===== config.mk =====
export PLATFORM = sky130hd
export DESIGN_NAME = pcc_top
export DESIGN_NICKNAME = d
export VERILOG_FILES = /design/src/hw/pcc_pkg.sv /design/src/hw/pcc_clk_if.sv /design/src/hw/pcc_pll_lock.sv /design/src/hw/pcc_clk_div.sv /design/src/hw/pcc_top.sv
export VERILOG_INCLUDE_DIRS = /design/src /design/src/hw
export SDC_FILE = /design/constraint.sdc
export NUM_CORES = 1
export LEC_CHECK = 0
export BUFFER_PORTS_ARGS = -buffer_cell sky130_fd_sc_hd__buf_2
export CAP_MARGIN = 20
export CORE_MARGIN = 2
export CORE_UTILIZATION = 50
export CTS_BUF_LIST = sky130_fd_sc_hd__clkbuf_4 sky130_fd_sc_hd__clkbuf_8 sky130_fd_sc_hd__clkbuf_16
export DETAILED_ROUTE_END_ITERATION = 7
export PLACE_DENSITY = 0.76
export REMOVE_ABC_BUFFERS = 1
export SETUP_SLACK_MARGIN = 0.05
export SLEW_MARGIN = 20
export SYNTH_ARGS = -nofsm -noshare
export SYNTH_HDL_FRONTEND = slang
export SYNTH_HIERARCHICAL = 1
export SYNTH_SLANG_ARGS = --single-unit

===== constraint.sdc =====
create_clock -name mclk -period 4.55 [get_ports mclk]
set_input_delay 0.2275 -clock mclk [delete_from_list [all_inputs] [get_ports mclk]]
set_output_delay 0.2275 -clock mclk [all_outputs]
set_load 0.05 [all_outputs]

===== src/hw/pcc_defines.svh =====
// Constants of the PLL and core clock control block.
`ifndef PCC_DEFINES_SVH
`define PCC_DEFINES_SVH

`define PCC_ADDR_KEY        8'hc1
`define PCC_ADDR_POWER      8'hc5
`define PCC_ADDR_MEAS_START 8'hd8
`define PCC_KEY_POWER       8'ha7
`define PCC_KEY_RTC         8'hea
`define PCC_KEY_RESET       8'h00
`define PCC_POWER_RESET     8'h82
`define PCC_POWER_WMASK     8'h77
`define PCC_POWER_SET       8'h80
`define PCC_BIT_METER_SHUT  6
`define PCC_BIT_CORE_OFF    4
`define PCC_BIT_ACK         7
`define PCC_DIV_MSB         2

`define PCC_MCLK_HZ         64'd125000000
`define PCC_PLL_HZ          64'd4096000
`define PCC_XTAL_HZ         64'd32768
`define PCC_METER_HZ        64'd819200
`define PCC_NCO_INC         24'(((`PCC_PLL_HZ * 64'd2) << 24) / `PCC_MCLK_HZ)
`define PCC_HALF_PER_XTAL   9'((`PCC_PLL_HZ * 64'd2) / `PCC_XTAL_HZ)
`define PCC_METER_HALF      3'(`PCC_PLL_HZ / `PCC_METER_HZ)
`define PCC_LOCK_TOL        9'h002
`define PCC_LOCK_GOOD       3'h4
`define PCC_RESET_PULSE     5'h10

`endif


===== src/hw/pcc_pkg.sv =====
// Types shared by the clock control modules.
package pcc_pkg;
    typedef logic [7:0] pcc_byte_t;
    typedef logic [2:0] pcc_div_t;
    typedef enum logic [0:0] {
        LK_ACQUIRE = 1'b0,
        LK_LOCKED  = 1'b1
    } pcc_lock_state_t;
endpackage : pcc_pkg


===== src/hw/pcc_clk_if.sv =====
// PLL tick and lock status passed from the lock loop to its users.
`timescale 1ns/1ps
`default_nettype none
interface pcc_clk_if;
    logic pll_tick;
    logic locked;
    logic lock_lost;
    modport src (output pll_tick, output locked, output lock_lost);
    modport snk (input pll_tick, input locked, input lock_lost);
endinterface : pcc_clk_if
`default_nettype wire


===== src/hw/pcc_pll_lock.sv =====
// Digital PLL that tracks the crystal and reports lock.
`timescale 1ns/1ps
`default_nettype none
`include "pcc_defines.svh"
module pcc_pll_lock (
    input  wire logic mclk,
    input  wire logic rst_b,
    input  wire logic xtal_in,
    pcc_clk_if.src    clk_o
);
    import pcc_pkg::*;

    logic [23:0]     nco_reg, nco_next, inc_reg, inc_next;
    logic            tick_reg, tick_next;
    logic [2:0]      xs_reg, xs_next;
    logic            xlvl_reg, xlvl_next;
    logic [8:0]      cnt_reg, cnt_next;
    logic [2:0]      good_reg, good_next;
    logic            lost_reg, lost_next;
    pcc_lock_state_t state_reg, state_next;
    logic            rise, in_win, late;
    logic [24:0]     sum;

    always_comb begin
        sum = {1'b0, nco_reg} + {1'b0, inc_reg};
        nco_next = sum[23:0];
        tick_next = sum[24];
        xs_next = {xs_reg[1:0], xtal_in};
        xlvl_next = (xs_reg[1] == xs_reg[2]) ? xs_reg[2] : xlvl_reg;
        rise = (xs_reg[1] == xs_reg[2]) && xs_reg[2] && !xlvl_reg;
        in_win = (cnt_reg >= `PCC_HALF_PER_XTAL - `PCC_LOCK_TOL)
              && (cnt_reg <= `PCC_HALF_PER_XTAL + `PCC_LOCK_TOL);
        late = cnt_reg > `PCC_HALF_PER_XTAL + `PCC_LOCK_TOL;
        cnt_next = cnt_reg;
        if (rise) begin
            cnt_next = 9'h000;
        end else if (tick_reg && cnt_reg != 9'h1ff) begin
            cnt_next = cnt_reg + 9'h001;
        end
        // The increment is trimmed once per crystal period toward the nominal count.
        inc_next = inc_reg;
        if (rise && cnt_reg < `PCC_HALF_PER_XTAL) begin
            inc_next = inc_reg + 24'h000001;
        end else if (rise && cnt_reg > `PCC_HALF_PER_XTAL) begin
            inc_next = inc_reg - 24'h000001;
        end
        state_next = state_reg;
        good_next = good_reg;
        lost_next = 1'b0;
        unique case (state_reg)
            LK_ACQUIRE: begin
                if (rise) begin
                    good_next = in_win ? good_reg + 3'h1 : 3'h0;
                    if (in_win && good_reg == `PCC_LOCK_GOOD - 3'h1) begin
                        state_next = LK_LOCKED;
                        good_next = 3'h0;
                    end
                end
            end
            LK_LOCKED: begin
                if ((rise && !in_win) || late) begin
                    state_next = LK_ACQUIRE;
                    lost_next = 1'b1;
                end
            end
        endcase
    end

    always_ff @(posedge mclk or negedge rst_b) begin
        if (!rst_b) begin
            nco_reg <= 24'h000000;
            inc_reg <= `PCC_NCO_INC;
            tick_reg <= 1'b0;
            xs_reg <= 3'h0;
            xlvl_reg <= 1'b0;
            cnt_reg <= 9'h000;
            good_reg <= 3'h0;
            lost_reg <= 1'b0;
            state_reg <= LK_ACQUIRE;
        end else begin
            nco_reg <= nco_next;
            inc_reg <= inc_next;
            tick_reg <= tick_next;
            xs_reg <= xs_next;
            xlvl_reg <= xlvl_next;
            cnt_reg <= cnt_next;
            good_reg <= good_next;
            lost_reg <= lost_next;
            state_reg <= state_next;
        end
    end

    assign clk_o.pll_tick = tick_reg;
    assign clk_o.locked = (state_reg == LK_LOCKED);
    assign clk_o.lock_lost = lost_reg;

    lock_lost_src_a: assert property (@(posedge mclk) disable iff (!rst_b)
        lost_reg |-> state_reg == LK_ACQUIRE && $past(state_reg) == LK_LOCKED)
        else $error("lock loss reported without prior lock");
    lock_timeout_a: assert property (@(posedge mclk) disable iff (!rst_b)
        state_reg == LK_LOCKED && late |=> lost_reg)
        else $error("missing crystal edge did not drop lock");
endmodule : pcc_pll_lock
`default_nettype wire


===== src/hw/pcc_clk_div.sv =====
// Core and metering clock dividers driven by the PLL tick.
`timescale 1ns/1ps
`default_nettype none
`include "pcc_defines.svh"
module pcc_clk_div (
    input  wire logic         mclk,
    input  wire logic         rst_b,
    pcc_clk_if.snk            clk_i,
    input  wire pcc_pkg::pcc_div_t div_sel,
    input  wire logic         meter_stop,
    output logic              pll_clk,
    output logic              core_clk,
    output logic              meter_clk
);
    import pcc_pkg::*;

    logic [6:0] div_reg, div_next, mask;
    logic [2:0] mcnt_reg, mcnt_next;
    logic       pll_next, core_next, meter_next;

    always_comb begin
        mask = 7'((8'h01 << div_sel) - 8'h01);
        div_next = clk_i.pll_tick ? div_reg + 7'h01 : div_reg;
        pll_next = clk_i.pll_tick ? !pll_clk : pll_clk;
        core_next = core_clk;
        if (clk_i.pll_tick && (div_reg & mask) == mask) begin
            core_next = !core_clk;
        end
        mcnt_next = mcnt_reg;
        meter_next = meter_clk;
        if (meter_stop) begin
            mcnt_next = 3'h0;
            meter_next = 1'b0;
        end else if (clk_i.pll_tick) begin
            // Counts PLL half periods only, so the divider setting never reaches it.
            mcnt_next = (mcnt_reg == `PCC_METER_HALF - 3'h1) ? 3'h0 : mcnt_reg + 3'h1;
            meter_next = (mcnt_reg == `PCC_METER_HALF - 3'h1) ? !meter_clk : meter_clk;
        end
    end

    always_ff @(posedge mclk or negedge rst_b) begin
        if (!rst_b) begin
            div_reg <= 7'h00;
            mcnt_reg <= 3'h0;
            pll_clk <= 1'b0;
            core_clk <= 1'b0;
            meter_clk <= 1'b0;
        end else begin
            div_reg <= div_next;
            mcnt_reg <= mcnt_next;
            pll_clk <= pll_next;
            core_clk <= core_next;
            meter_clk <= meter_next;
        end
    end

    meter_stop_a: assert property (@(posedge mclk) disable iff (!rst_b)
        meter_stop |=> !meter_clk && mcnt_reg == 3'h0)
        else $error("metering clock runs while shut down");
    core_full_a: assert property (@(posedge mclk) disable iff (!rst_b)
        div_sel == 3'h0 && clk_i.pll_tick |=> core_clk != $past(core_clk))
        else $error("core clock missed a toggle at full rate");
endmodule : pcc_clk_div
`default_nettype wire


===== src/hw/pcc_top.sv =====
// PLL clock control: key and power control registers, lock fault handling.
`timescale 1ns/1ps
`default_nettype none
`include "pcc_defines.svh"
module pcc_top (
    input  wire logic              mclk,
    input  wire logic              rst_b,
    input  wire logic              xtal_in,
    input  wire pcc_pkg::pcc_byte_t sfr_addr,
    input  wire pcc_pkg::pcc_byte_t sfr_wdata,
    input  wire logic              sfr_wr,
    input  wire logic              sfr_rd,
    output pcc_pkg::pcc_byte_t     sfr_rdata,
    input  wire logic              rtc_protected_wr_done,
    input  wire logic              power_saving_mode_one,
    output logic                   pll_clk,
    output logic                   core_clk,
    output logic                   meter_clk,
    output logic                   pll_locked,
    output logic                   core_reset,
    output logic                   lock_loss_fault_flag,
    output logic                   metering_shutdown,
    output logic                   processor_shutdown,
    output logic                   rtc_write_unlock
);
    import pcc_pkg::*;

    logic      rst_s1_reg, rst_sync_b;
    pcc_byte_t unlock_key_reg, unlock_key_next;
    pcc_byte_t power_clock_control_reg, power_clock_control_next;
    logic      armed_reg, armed_next;
    pcc_byte_t rdata_next;
    logic      fault_next;
    logic [4:0] rst_cnt_reg, rst_cnt_next;
    logic      core_reset_next, locked_next;
    logic      meter_stop_next, proc_off_next, rtc_unlock_next;
    logic      wr_key, wr_power, power_ok, ack_wr;

    pcc_clk_if clk_bus ();

    // The reset enters asynchronously but is released on the clock.
    always_ff @(posedge mclk or negedge rst_b) begin
        if (!rst_b) begin
            rst_s1_reg <= 1'b0;
            rst_sync_b <= 1'b0;
        end else begin
            rst_s1_reg <= 1'b1;
            rst_sync_b <= rst_s1_reg;
        end
    end

    pcc_pll_lock u_lock (
        .mclk    (mclk),
        .rst_b   (rst_sync_b),
        .xtal_in (xtal_in),
        .clk_o   (clk_bus.src)
    );

    pcc_clk_div u_div (
        .mclk      (mclk),
        .rst_b     (rst_sync_b),
        .clk_i     (clk_bus.snk),
        .div_sel   (power_clock_control_reg[`PCC_DIV_MSB:0]),
        .meter_stop(power_clock_control_reg[`PCC_BIT_METER_SHUT]),
        .pll_clk   (pll_clk),
        .core_clk  (core_clk),
        .meter_clk (meter_clk)
    );

    // Register writes and key handling.
    always_comb begin
        wr_key = sfr_wr && sfr_addr == `PCC_ADDR_KEY;
        wr_power = sfr_wr && sfr_addr == `PCC_ADDR_POWER;
        power_ok = wr_power && armed_reg && unlock_key_reg == `PCC_KEY_POWER;
        ack_wr = sfr_wr && sfr_addr == `PCC_ADDR_MEAS_START && sfr_wdata[`PCC_BIT_ACK];

        unlock_key_next = unlock_key_reg;
        if (rtc_protected_wr_done || power_ok) begin
            unlock_key_next = `PCC_KEY_RESET;
        end else if (wr_key) begin
            unlock_key_next = sfr_wdata;
        end

        // Any write other than the power key disarms the power register.
        armed_next = armed_reg;
        if (sfr_wr) begin
            armed_next = wr_key && sfr_wdata == `PCC_KEY_POWER;
        end

        power_clock_control_next = power_clock_control_reg;
        if (power_ok) begin
            power_clock_control_next = (sfr_wdata & `PCC_POWER_WMASK) | `PCC_POWER_SET;
        end

        rtc_unlock_next = unlock_key_next == `PCC_KEY_RTC;
        meter_stop_next = power_clock_control_next[`PCC_BIT_METER_SHUT];
        proc_off_next = power_clock_control_reg[`PCC_BIT_CORE_OFF] && power_saving_mode_one;
    end

    // Read data, lock fault and the core reset pulse.
    always_comb begin
        rdata_next = sfr_rdata;
        if (sfr_rd) begin
            unique case (sfr_addr)
                `PCC_ADDR_KEY:   rdata_next = unlock_key_reg;
                `PCC_ADDR_POWER: rdata_next = power_clock_control_reg;
                default:         rdata_next = 8'h00;
            endcase
        end

        // A lock loss in the same cycle as the acknowledge keeps the flag set.
        fault_next = clk_bus.lock_lost || (lock_loss_fault_flag && !ack_wr);

        rst_cnt_next = rst_cnt_reg;
        if (clk_bus.lock_lost) begin
            rst_cnt_next = `PCC_RESET_PULSE;
        end else if (rst_cnt_reg != 5'h00) begin
            rst_cnt_next = rst_cnt_reg - 5'h01;
        end
        core_reset_next = rst_cnt_next != 5'h00;
        locked_next = clk_bus.locked;
    end

    always_ff @(posedge mclk or negedge rst_sync_b) begin
        if (!rst_sync_b) begin
            unlock_key_reg <= `PCC_KEY_RESET;
            power_clock_control_reg <= `PCC_POWER_RESET;
            armed_reg <= 1'b0;
            sfr_rdata <= 8'h00;
            lock_loss_fault_flag <= 1'b0;
            rst_cnt_reg <= 5'h00;
            core_reset <= 1'b0;
            pll_locked <= 1'b0;
            metering_shutdown <= 1'b0;
            processor_shutdown <= 1'b0;
            rtc_write_unlock <= 1'b0;
        end else begin
            unlock_key_reg <= unlock_key_next;
            power_clock_control_reg <= power_clock_control_next;
            armed_reg <= armed_next;
            sfr_rdata <= rdata_next;
            lock_loss_fault_flag <= fault_next;
            rst_cnt_reg <= rst_cnt_next;
            core_reset <= core_reset_next;
            pll_locked <= locked_next;
            metering_shutdown <= meter_stop_next;
            processor_shutdown <= proc_off_next;
            rtc_write_unlock <= rtc_unlock_next;
        end
    end

    key_rtc_clear_a: assert property (@(posedge mclk) disable iff (!rst_sync_b)
        rtc_protected_wr_done |=> unlock_key_reg == `PCC_KEY_RESET && !rtc_write_unlock)
        else $error("key not cleared after protected timekeeping write");
    power_locked_a: assert property (@(posedge mclk) disable iff (!rst_sync_b)
        wr_power && !armed_reg |=> $stable(power_clock_control_reg))
        else $error("power control changed without key");
    power_update_a: assert property (@(posedge mclk) disable iff (!rst_sync_b)
        wr_key && sfr_wdata == `PCC_KEY_POWER ##1 wr_power
        |=> power_clock_control_reg == (($past(sfr_wdata) & `PCC_POWER_WMASK) | `PCC_POWER_SET)
            && unlock_key_reg == `PCC_KEY_RESET)
        else $error("keyed power control write not taken");
    fault_set_a: assert property (@(posedge mclk) disable iff (!rst_sync_b)
        clk_bus.lock_lost |=> lock_loss_fault_flag && core_reset)
        else $error("lock loss did not set fault and reset");
    fault_clear_a: assert property (@(posedge mclk) disable iff (!rst_sync_b)
        ack_wr && !clk_bus.lock_lost |=> !lock_loss_fault_flag)
        else $error("acknowledge did not clear fault");
    core_reset_len_a: assert property (@(posedge mclk) disable iff (!rst_sync_b)
        clk_bus.lock_lost |=> core_reset [*8])
        else $error("core reset pulse too short");
    rtc_unlock_a: assert property (@(posedge mclk) disable iff (!rst_sync_b)
        wr_key && !rtc_protected_wr_done |=> rtc_write_unlock == ($past(sfr_wdata) == `PCC_KEY_RTC))
        else $error("timekeeping unlock does not follow key");
    proc_shut_a: assert property (@(posedge mclk) disable iff (!rst_sync_b)
        power_clock_control_reg[`PCC_BIT_CORE_OFF] && power_saving_mode_one |=> processor_shutdown)
        else $error("core not shut down in power saving mode");
endmodule : pcc_top
`default_nettype wire


==> flow_metrics.tcl, run 1 <==
set metrics [dict create \
    placementRows 42 \
    synth_sequential_area_ratio_pct 41.92 \
    max_h_tree_level 4 \
    initial_antenna_violation_count 0 \
    detail-route-antenna-nets 0 \
    hold_path_class "primary input to register" \
    die_area_sq_um 14760 \
    required_ns 4.88 \
    run_status "finished, final reports clean" \
    synthFlopType "dfrtp_1" \
    finalWeightedCongestion 0.9110 \
    count_of_filler_cells_inserted_in_the_layout 1133 \
    firstDrtPassIters 5 \
    fin_nets 820 \
    first_pass_grt_wire_length_mm 24.61 \
    count_of_max_cap_constraint_violations 0 \
    worst-setup-path-type "register to register" \
    synth_edf_count 0 \
    synth_seq_cells 115 \
    number_of_global_route_vias_before_repair 5301 \
    fin_setup_tns_ns 0 \
    cp_cell_sequence "and3_1, nand3_1, nor2_1, nor2_1, nand2_1, buf_4, ha_1, a21oi_1, nand2_1, o21a_1, a211o_1, a31oi_1, mux2i_1, xor2_1" \
    initial_utilization_pct 51.72 \
    fmaxAchievable_ghz 0.2964 \
    design.core.area_sq_um 13350 \
    crit_path_top_delay_cell "dfrtp_1" \
    rsz_0062_raised_after_global_routing "false" \
    chipHeight_um 121.5 \
    cts_hold_buffers 2 \
    end_kind "register" \
    dr.first_iter.drc_count 330 \
    ff2ff_setup_slack_ns 1.18 \
    finalClockSkew_ns 0.007351 \
    cts_tree "built" \
    io_buffers 39 \
    vias_per_cell 5.752 \
    routed-via-count 5338 \
    timing.final.crit_share_pct 74.16 \
    yosysWarnings 6 \
    synth_top_cell_area_share_pct 36.97 \
    pin_count 40 \
    length_in_cells_of_the_worst_reg_to_reg_path 14 \
    cts_post_setup_buffers_inserted 0 \
    netlist.top_cell.by_area "dfrtp_1" \
    tightest_slew_ns 0.9301 \
    netlist_instances 696 \
    max-vdd-ir-drop_uv 365.3 \
    r2r_end "u_lock/inc_reg[23]" \
    critPathMaxStageDelay_ns 0.41 \
    synth.area.top_cells "dfrtp_1 37%, ha_1 10%, dfstp_2 4.9%, xnor2_1 3.9%, xor2_1 3.8%" \
    min_path_cells 2 \
    dr_drc_count 0 \
    cts_num_sinks 115 \
    antenna_cells 0 \
    worst_slew_margin_rel_pct 37.53 \
    number_of_distinct_library_cell_variants_in_the_gate_level_netlist_after_synthesis 71 \
    floorplan.die.width_um 121.5 \
    p_leak_nw 3.796 \
    clkLatencyLatePin_ns 0.42 \
    finalSetupViolCount 0 \
    syn2layout_area_growth_pct 14.19 \
    syn-mean-instance-area_sq_um 9.920 \
    worstPathMaxFanout 24 \
    asyncSetResetFlopFracSynth_pct 100.0 \
    clock_transition_at_path_regs_ns 0.05 \
    cts-buffers-inserted 17 \
    layout-drive-gt1-share_pct 16.49 \
    grt_util_all_layers_pct 20.76 \
    power.density_nw_per_um2 761.4 \
    synthesis.area_sq_um 6904 \
    clock-root-buffer "clkbuf_16" \
    critical_path.startpoint_type "register" \
    post-synth-top-count-cell "dfrtp_1" \
    detailedPlacementHpwl_mm 10.17 \
    cp.arrival_ns 3.71 \
    cts_resized 0 \
    hold_viol_final 0 \
    grt_remaining_overflow 0 \
    clock_path_buffers 2 \
    synthTopCellsByCount "102 x dfrtp_1, 64 x nand2_1, 56 x ha_1" \
    grt_start_max_net_pins 64 \
    hp-start "power_saving_mode_one" \
    r2r-start "u_lock/cnt_reg[4]" \
    total_wirelength_mm 14.26 \
    layout_min_cycle_time_ns 3.374 \
    whs_ns 0.02930 \
    wl_per_cell_um 15.36 \
    drv_slew 0 \
    hold_path_end "processor_shutdown" \
]
how the worst max path moves through the flow:
stage                                 start            endpoint  slack [ns]  depth (start not counted)
final                     u_lock/cnt_reg[4]  u_lock/inc_reg[23]        1.18                         14
after detailed placement  u_lock/cnt_reg[4]  u_lock/inc_reg[16]        1.29                         14
after global placement    u_lock/cnt_reg[4]  u_lock/inc_reg[16]        1.37                         14
after global routing      u_lock/cnt_reg[4]  u_lock/inc_reg[23]        1.02                         14
after floorplan            u_lock/xs_reg[1]  u_lock/inc_reg[16]        0.95                         11
after CTS                 u_lock/cnt_reg[4]  u_lock/inc_reg[23]        1.26                         14
power breakdown:
part / switching, mW / leakage [nW] / total, mW / internal, mW
combinational: 1.68 / 2.04 / 2.97 / 1.29
sequential: 0.251 / 1.45 / 1.63 / 1.37
clock: 0.456 / 0.312 / 1.41 / 0.949
cell type report:
| class | instances | area [sq um] | share of cell area [%] |
|---|---|---|---|
| tap | 176 | 220.2 | 2.793 |
| multi-input combinational | 530 | 3782 | 47.98 |
| sequential | 115 | 2898 | 36.76 |
| clock inverter | 10 | 156.4 | 1.984 |
| clock buffer | 22 | 469.2 | 5.951 |
| timing repair buffer | 45 | 245.2 | 3.111 |
| inverter | 30 | 112.6 | 1.428 |
cells in the final DEF, fill, tap and decap left out, drive strengths merged, types with 9 or more instances in the layout:
| cell type | n |
|---|---|
| nor3 | 17 |
| a31oi | 10 |
| xnor2 | 31 |
| mux2i | 12 |
| mux2 | 18 |
| nand2b | 10 |
| xor2 | 30 |
| inv | 30 |
| nor2 | 50 |
| o211ai | 9 |
| clkbuf | 22 |
| nand3 | 14 |
| dfrtp | 102 |
| nand4 | 13 |
| ha | 56 |
| buf | 43 |
| a21oi | 49 |
| o21ai | 40 |
| nand2 | 64 |
| a21o | 28 |
| dfstp | 13 |
worst max-delay path: cells and delay by family, from the launching register on:
family / cells / cell delay (ns)
mux: 1 / 0.30
xor+xnor: 1 / 0.19
simple gates: 6 / 0.73
flops: 1 / 0.41
buf+inv: 1 / 0.23
compound gates: 4 / 1.02
fa+ha+maj: 1 / 0.39
cells by family after synthesis:
| group | after synthesis | share of synthesized area, % |
|---|---|---|
| simple gates | 204 | 14.95 |
| other cells | 1 | 0.05432 |
| buf+inv | 51 | 3.298 |
| xor+xnor | 61 | 7.738 |
| compound gates | 176 | 16.58 |
| fa+ha+maj | 58 | 10.73 |
| flops | 115 | 41.92 |
| mux | 30 | 4.730 |
metal layers:
| metal | global-route usage (%) | part of all wire (%) | vias to the layer above |
|---|---|---|---|
| met2 | 34.83 | 48 | 151 |
| li1 | - | - | 2598 |
| met3 | 4.511 | 5.0 | 23 |
| met1 | 26.05 | 45 | 2566 |
| met4 | 8.621 | 1.8 | 0 |
| met5 | 0 | 0 | - |
stage by stage:
| stage | power, mW | instances | utilization [%] | worst slack [ns] | cell area [sq um] |
|---|---|---|---|---|---|
| after floorplan | 3.940 | 675 | - | 0.9549 | 6789 |
| after global placement | 4.415 | 894 | 54.23 | 1.366 | 7238 |
| after detailed placement | 4.558 | 894 | 54.23 | 1.291 | 7238 |
| after CTS | 6.008 | 928 | 59.06 | 1.263 | 7884 |
| after global routing | 6.482 | 928 | 59.06 | 1.016 | 7884 |
| final | 6.003 | 928 | 59.06 | 1.176 | 7884 |
No activity file was read; power rests on OpenSTA's default activity.
==> run 2, diff against run 1 <==
ABC_AREA = 1   (was default)
PLACE_DENSITY = 0.79   (was 0.76)
clock period = 3 ns   (was 4.55 ns; I/O delays follow)
==> flow_metrics.tcl, run 2 <==
set metrics [dict create \
    run_status "finished, final reports clean" \
    count_of_max_cap_constraint_violations 0 \
    setup.worst_path.start "u_lock/cnt_reg[8]" \
    power.density_nw_per_um2 1099 \
    finalClockSkew_ns 0.01060 \
    clock_path_buffers 2 \
    cellInternalPower_mw 5.153 \
    synth_edf_count 0 \
    cts-buffers-inserted 17 \
    p_leak_nw 4.846 \
    finalSetupViolCount 0 \
    number_of_distinct_library_cell_variants_in_the_gate_level_netlist_after_synthesis 47 \
    layout_min_cycle_time_ns 2.703 \
    mostFrequentLayoutCell "nand2_1" \
    tightest_slew_ns 0.8282 \
    detail-route-antenna-nets 0 \
    max_h_tree_level 4 \
    synth-adder-area-share_pct 9.320 \
    numPlacedInstances 1358 \
    grt_remaining_overflow 0 \
    end_kind "register" \
    pin_count 40 \
    drv_slew 0 \
    hold_viol_final 0 \
    max-vdd-ir-drop_uv 816.1 \
    finalWeightedCongestion 0.9388 \
    antenna_cells 0 \
    timing.final.crit_share_pct 90.11 \
    synth-compound-area-share_pct 8.234 \
    whs_ns 0.02814 \
    routed-via-count 7247 \
    clock_power_share_pct 18.7 \
    total_wirelength_mm 18.55 \
    io_buffers 39 \
    dr_drc_count 0 \
    grt_util_all_layers_pct 23.36 \
    number_of_global_route_vias_before_repair 6855 \
    netlist.top_cell.by_area "dfrtp_1" \
    dominant_combinational_cell_family_by_area_after_synthesis "simple AND/OR/NAND/NOR gates" \
    syn-mean-instance-area_sq_um 7.160 \
    synth_xor_xnor_area_share_pct 3.526 \
    synthTopCellsByCount "365 x nand2_1, 168 x inv_1, 102 x dfrtp_1" \
    worstSetupEndpoint "u_lock/inc_reg[11]" \
    cp.arrival_ns 3.01 \
    cts_num_sinks 115 \
    initial_antenna_violation_count 0 \
    clock_transition_at_path_regs_ns 0.06 \
    synth.area.top_cells "dfrtp_1 32%, nand2_1 17%, ha_1 8.8%, inv_1 7.9%, nand3_1 4.4%" \
    rsz_0062_raised_after_global_routing "false" \
    dr.first_iter.drc_count 770 \
    syn2layout_area_growth_pct 12.96 \
    required_ns 3.30 \
    critical_path.startpoint_type "register" \
    layout.cells.most_common_list "365 x nand2_1, 168 x inv_1, 101 x dfrtp_1" \
    length_in_cells_of_the_worst_reg_to_reg_path 15 \
    clock-root-buffer "clkbuf_16" \
    firstDrtPassIters 8 \
    fin_nets 1247 \
    worst-setup-path-type "register to register" \
    netlist_instances 1110 \
    initial_utilization_pct 50.58 \
    switching_share_pct 47.75 \
    worst_slew_margin_rel_pct 44.79 \
    grt_start_max_net_pins 64 \
    layout-drive-gt1-share_pct 10.26 \
    cts_tree "built" \
    die_area_sq_um 16920 \
    asyncSetResetFlopFracSynth_pct 100.0 \
    sequential_group_share_of_total_power_pct 25.4 \
    wl_per_cell_um 13.29 \
    layout.cells.non_filler 1395 \
    post-synth-top-count-cell "nand2_1" \
    r2r-start "u_lock/cnt_reg[8]" \
    chipHeight_um 130.1 \
    detailedPlacementHpwl_mm 13.57 \
    design.core.area_sq_um 15710 \
    synth_sequential_area_ratio_pct 36.41 \
    clkLatencyLatePin_ns 0.43 \
    synth_seq_cells 115 \
    synth_top_cell_area_share_pct 32.12 \
    r2r_end "u_lock/inc_reg[11]" \
    hold_path_class "primary input to register" \
    netSwitchingPower_mw 4.709 \
    worstPathMaxFanout 24 \
    synthesis.area_sq_um 7948 \
    fmaxAchievable_ghz 0.3699 \
    combPwrFrac_pct 55.9 \
    synthFlopType "dfrtp_1" \
    ff2ff_setup_slack_ns 0.30 \
    vias_per_cell 5.195 \
    first_pass_grt_wire_length_mm 31.38 \
    placementRows 46 \
    floorplan.die.width_um 130.1 \
    yosysWarnings 6 \
    mux_share_of_post_synthesis_cell_area_pct 0.6455 \
    post_synth_and_or_nand_nor_area_fraction_pct 32.62 \
]
==> run 2: changes by cell type after synthesis, moves of 8 or more <==
cell / change
a21o_1: -22
inv_1: +138
mux2_2: -16
mux2i_1: -11
nand2_1: +301
nand2b_1: -10
nand3_1: +57
nand4_1: +13
nor2_1: +42
nor3_1: -8
o211ai_1: -8
xnor2_1: -14
xor2_1: -15
==> run 2: critical path, stage by stage (launching register included) <==
cell	delay, ns
dfrtp_1	0.39
inv_2	0.11
nand2_1	0.08
nor2_2	0.10
nand2_1	0.10
nand3_1	0.09
buf_4	0.30
ha_1	0.36
or2_1	0.27
nand3_1	0.10
nand2_1	0.15
nand2_1	0.10
nand2_1	0.06
or2_1	0.21
nand3_1	0.08
nand2_1	0.07
==> run 2: metrics by stage <==
stage	instance area (sq um)	worst slack (ns)	power [mW]	util (%)	setup TNS [ns]
2_1_floorplan	7868	-0.4182	6.677	-	-41.82
3_3_place_gp	8384	0.5339	7.752	53.36	0
3_5_place_dp	8384	0.4747	7.864	53.36	0
4_1_cts	8977	0.3630	9.817	57.13	0
5_1_grt	8977	0.1734	10.80	57.13	0
6_report	8977	0.2967	9.863	57.13	0
==> run 2: layout make-up <==
type / count / area [sq um]
Timing Repair Buffer: 47 / 292.8
Clock buffer: 18 / 439.2
Tap cell: 216 / 270.3
Fill cell: 1404 / 6735
Multi-Input combinational cell: 813 / 4323
Clock inverter: 14 / 103.9
Sequential cell: 115 / 2898
Inverter: 172 / 650.6
==> run 2: worst min path at each step <==
stage                       startpoint                         end  slack [ns]  depth (start not counted)
after floorplan                  rst_b                  rst_s1_reg       -0.15                          0
after global placement           rst_b                  rst_s1_reg       -0.06                          1
after detailed placement         rst_b                  rst_s1_reg       -0.06                          1
after CTS                 sfr_wdata[4]  power_clock_control_reg[4]        0.01                          3
after global routing             rst_b                  rst_sync_b        0.04                          2
final                     sfr_wdata[4]  power_clock_control_reg[4]        0.03                          3
==> run 2: logic make-up after synthesis <==
group,Yosys count
xor+xnor,32
buf+inv,182
fa+ha+maj,58
other cells,1
simple gates,598
flops,115
compound gates,120
mux,4
==> run 2: routing by layer <==
| metal | share of wire [%] | GRT usage [%] |
|---|---|---|
| met2 | 47 | 39.27 |
| met3 | 6.4 | 5.043 |
| met5 | 0 | 0 |
| met1 | 45 | 30.07 |
| met4 | 2.0 | 7.780 |
==> run 2: power by group through the flow <==
stage               Sequential [mW]  Combinational [mW]  Clock, mW
finish                         2.51                5.51       1.84
global route                   2.56                6.29       1.95
CTS                            2.51                5.43       1.87
detailed placement             2.53                5.33          0
global placement               2.52                5.23          0
floorplan                      2.47                4.20          0
==> run 2: timing repair <==
action | 4_1_cts | 5_1_grt
resized for setup | 0 | 0
endpoints found under the hold margin | 6 | 0
buffers inserted | 0 | 0
setup endpoints to repair | 0 | 0
hold buffers | 5 | 0
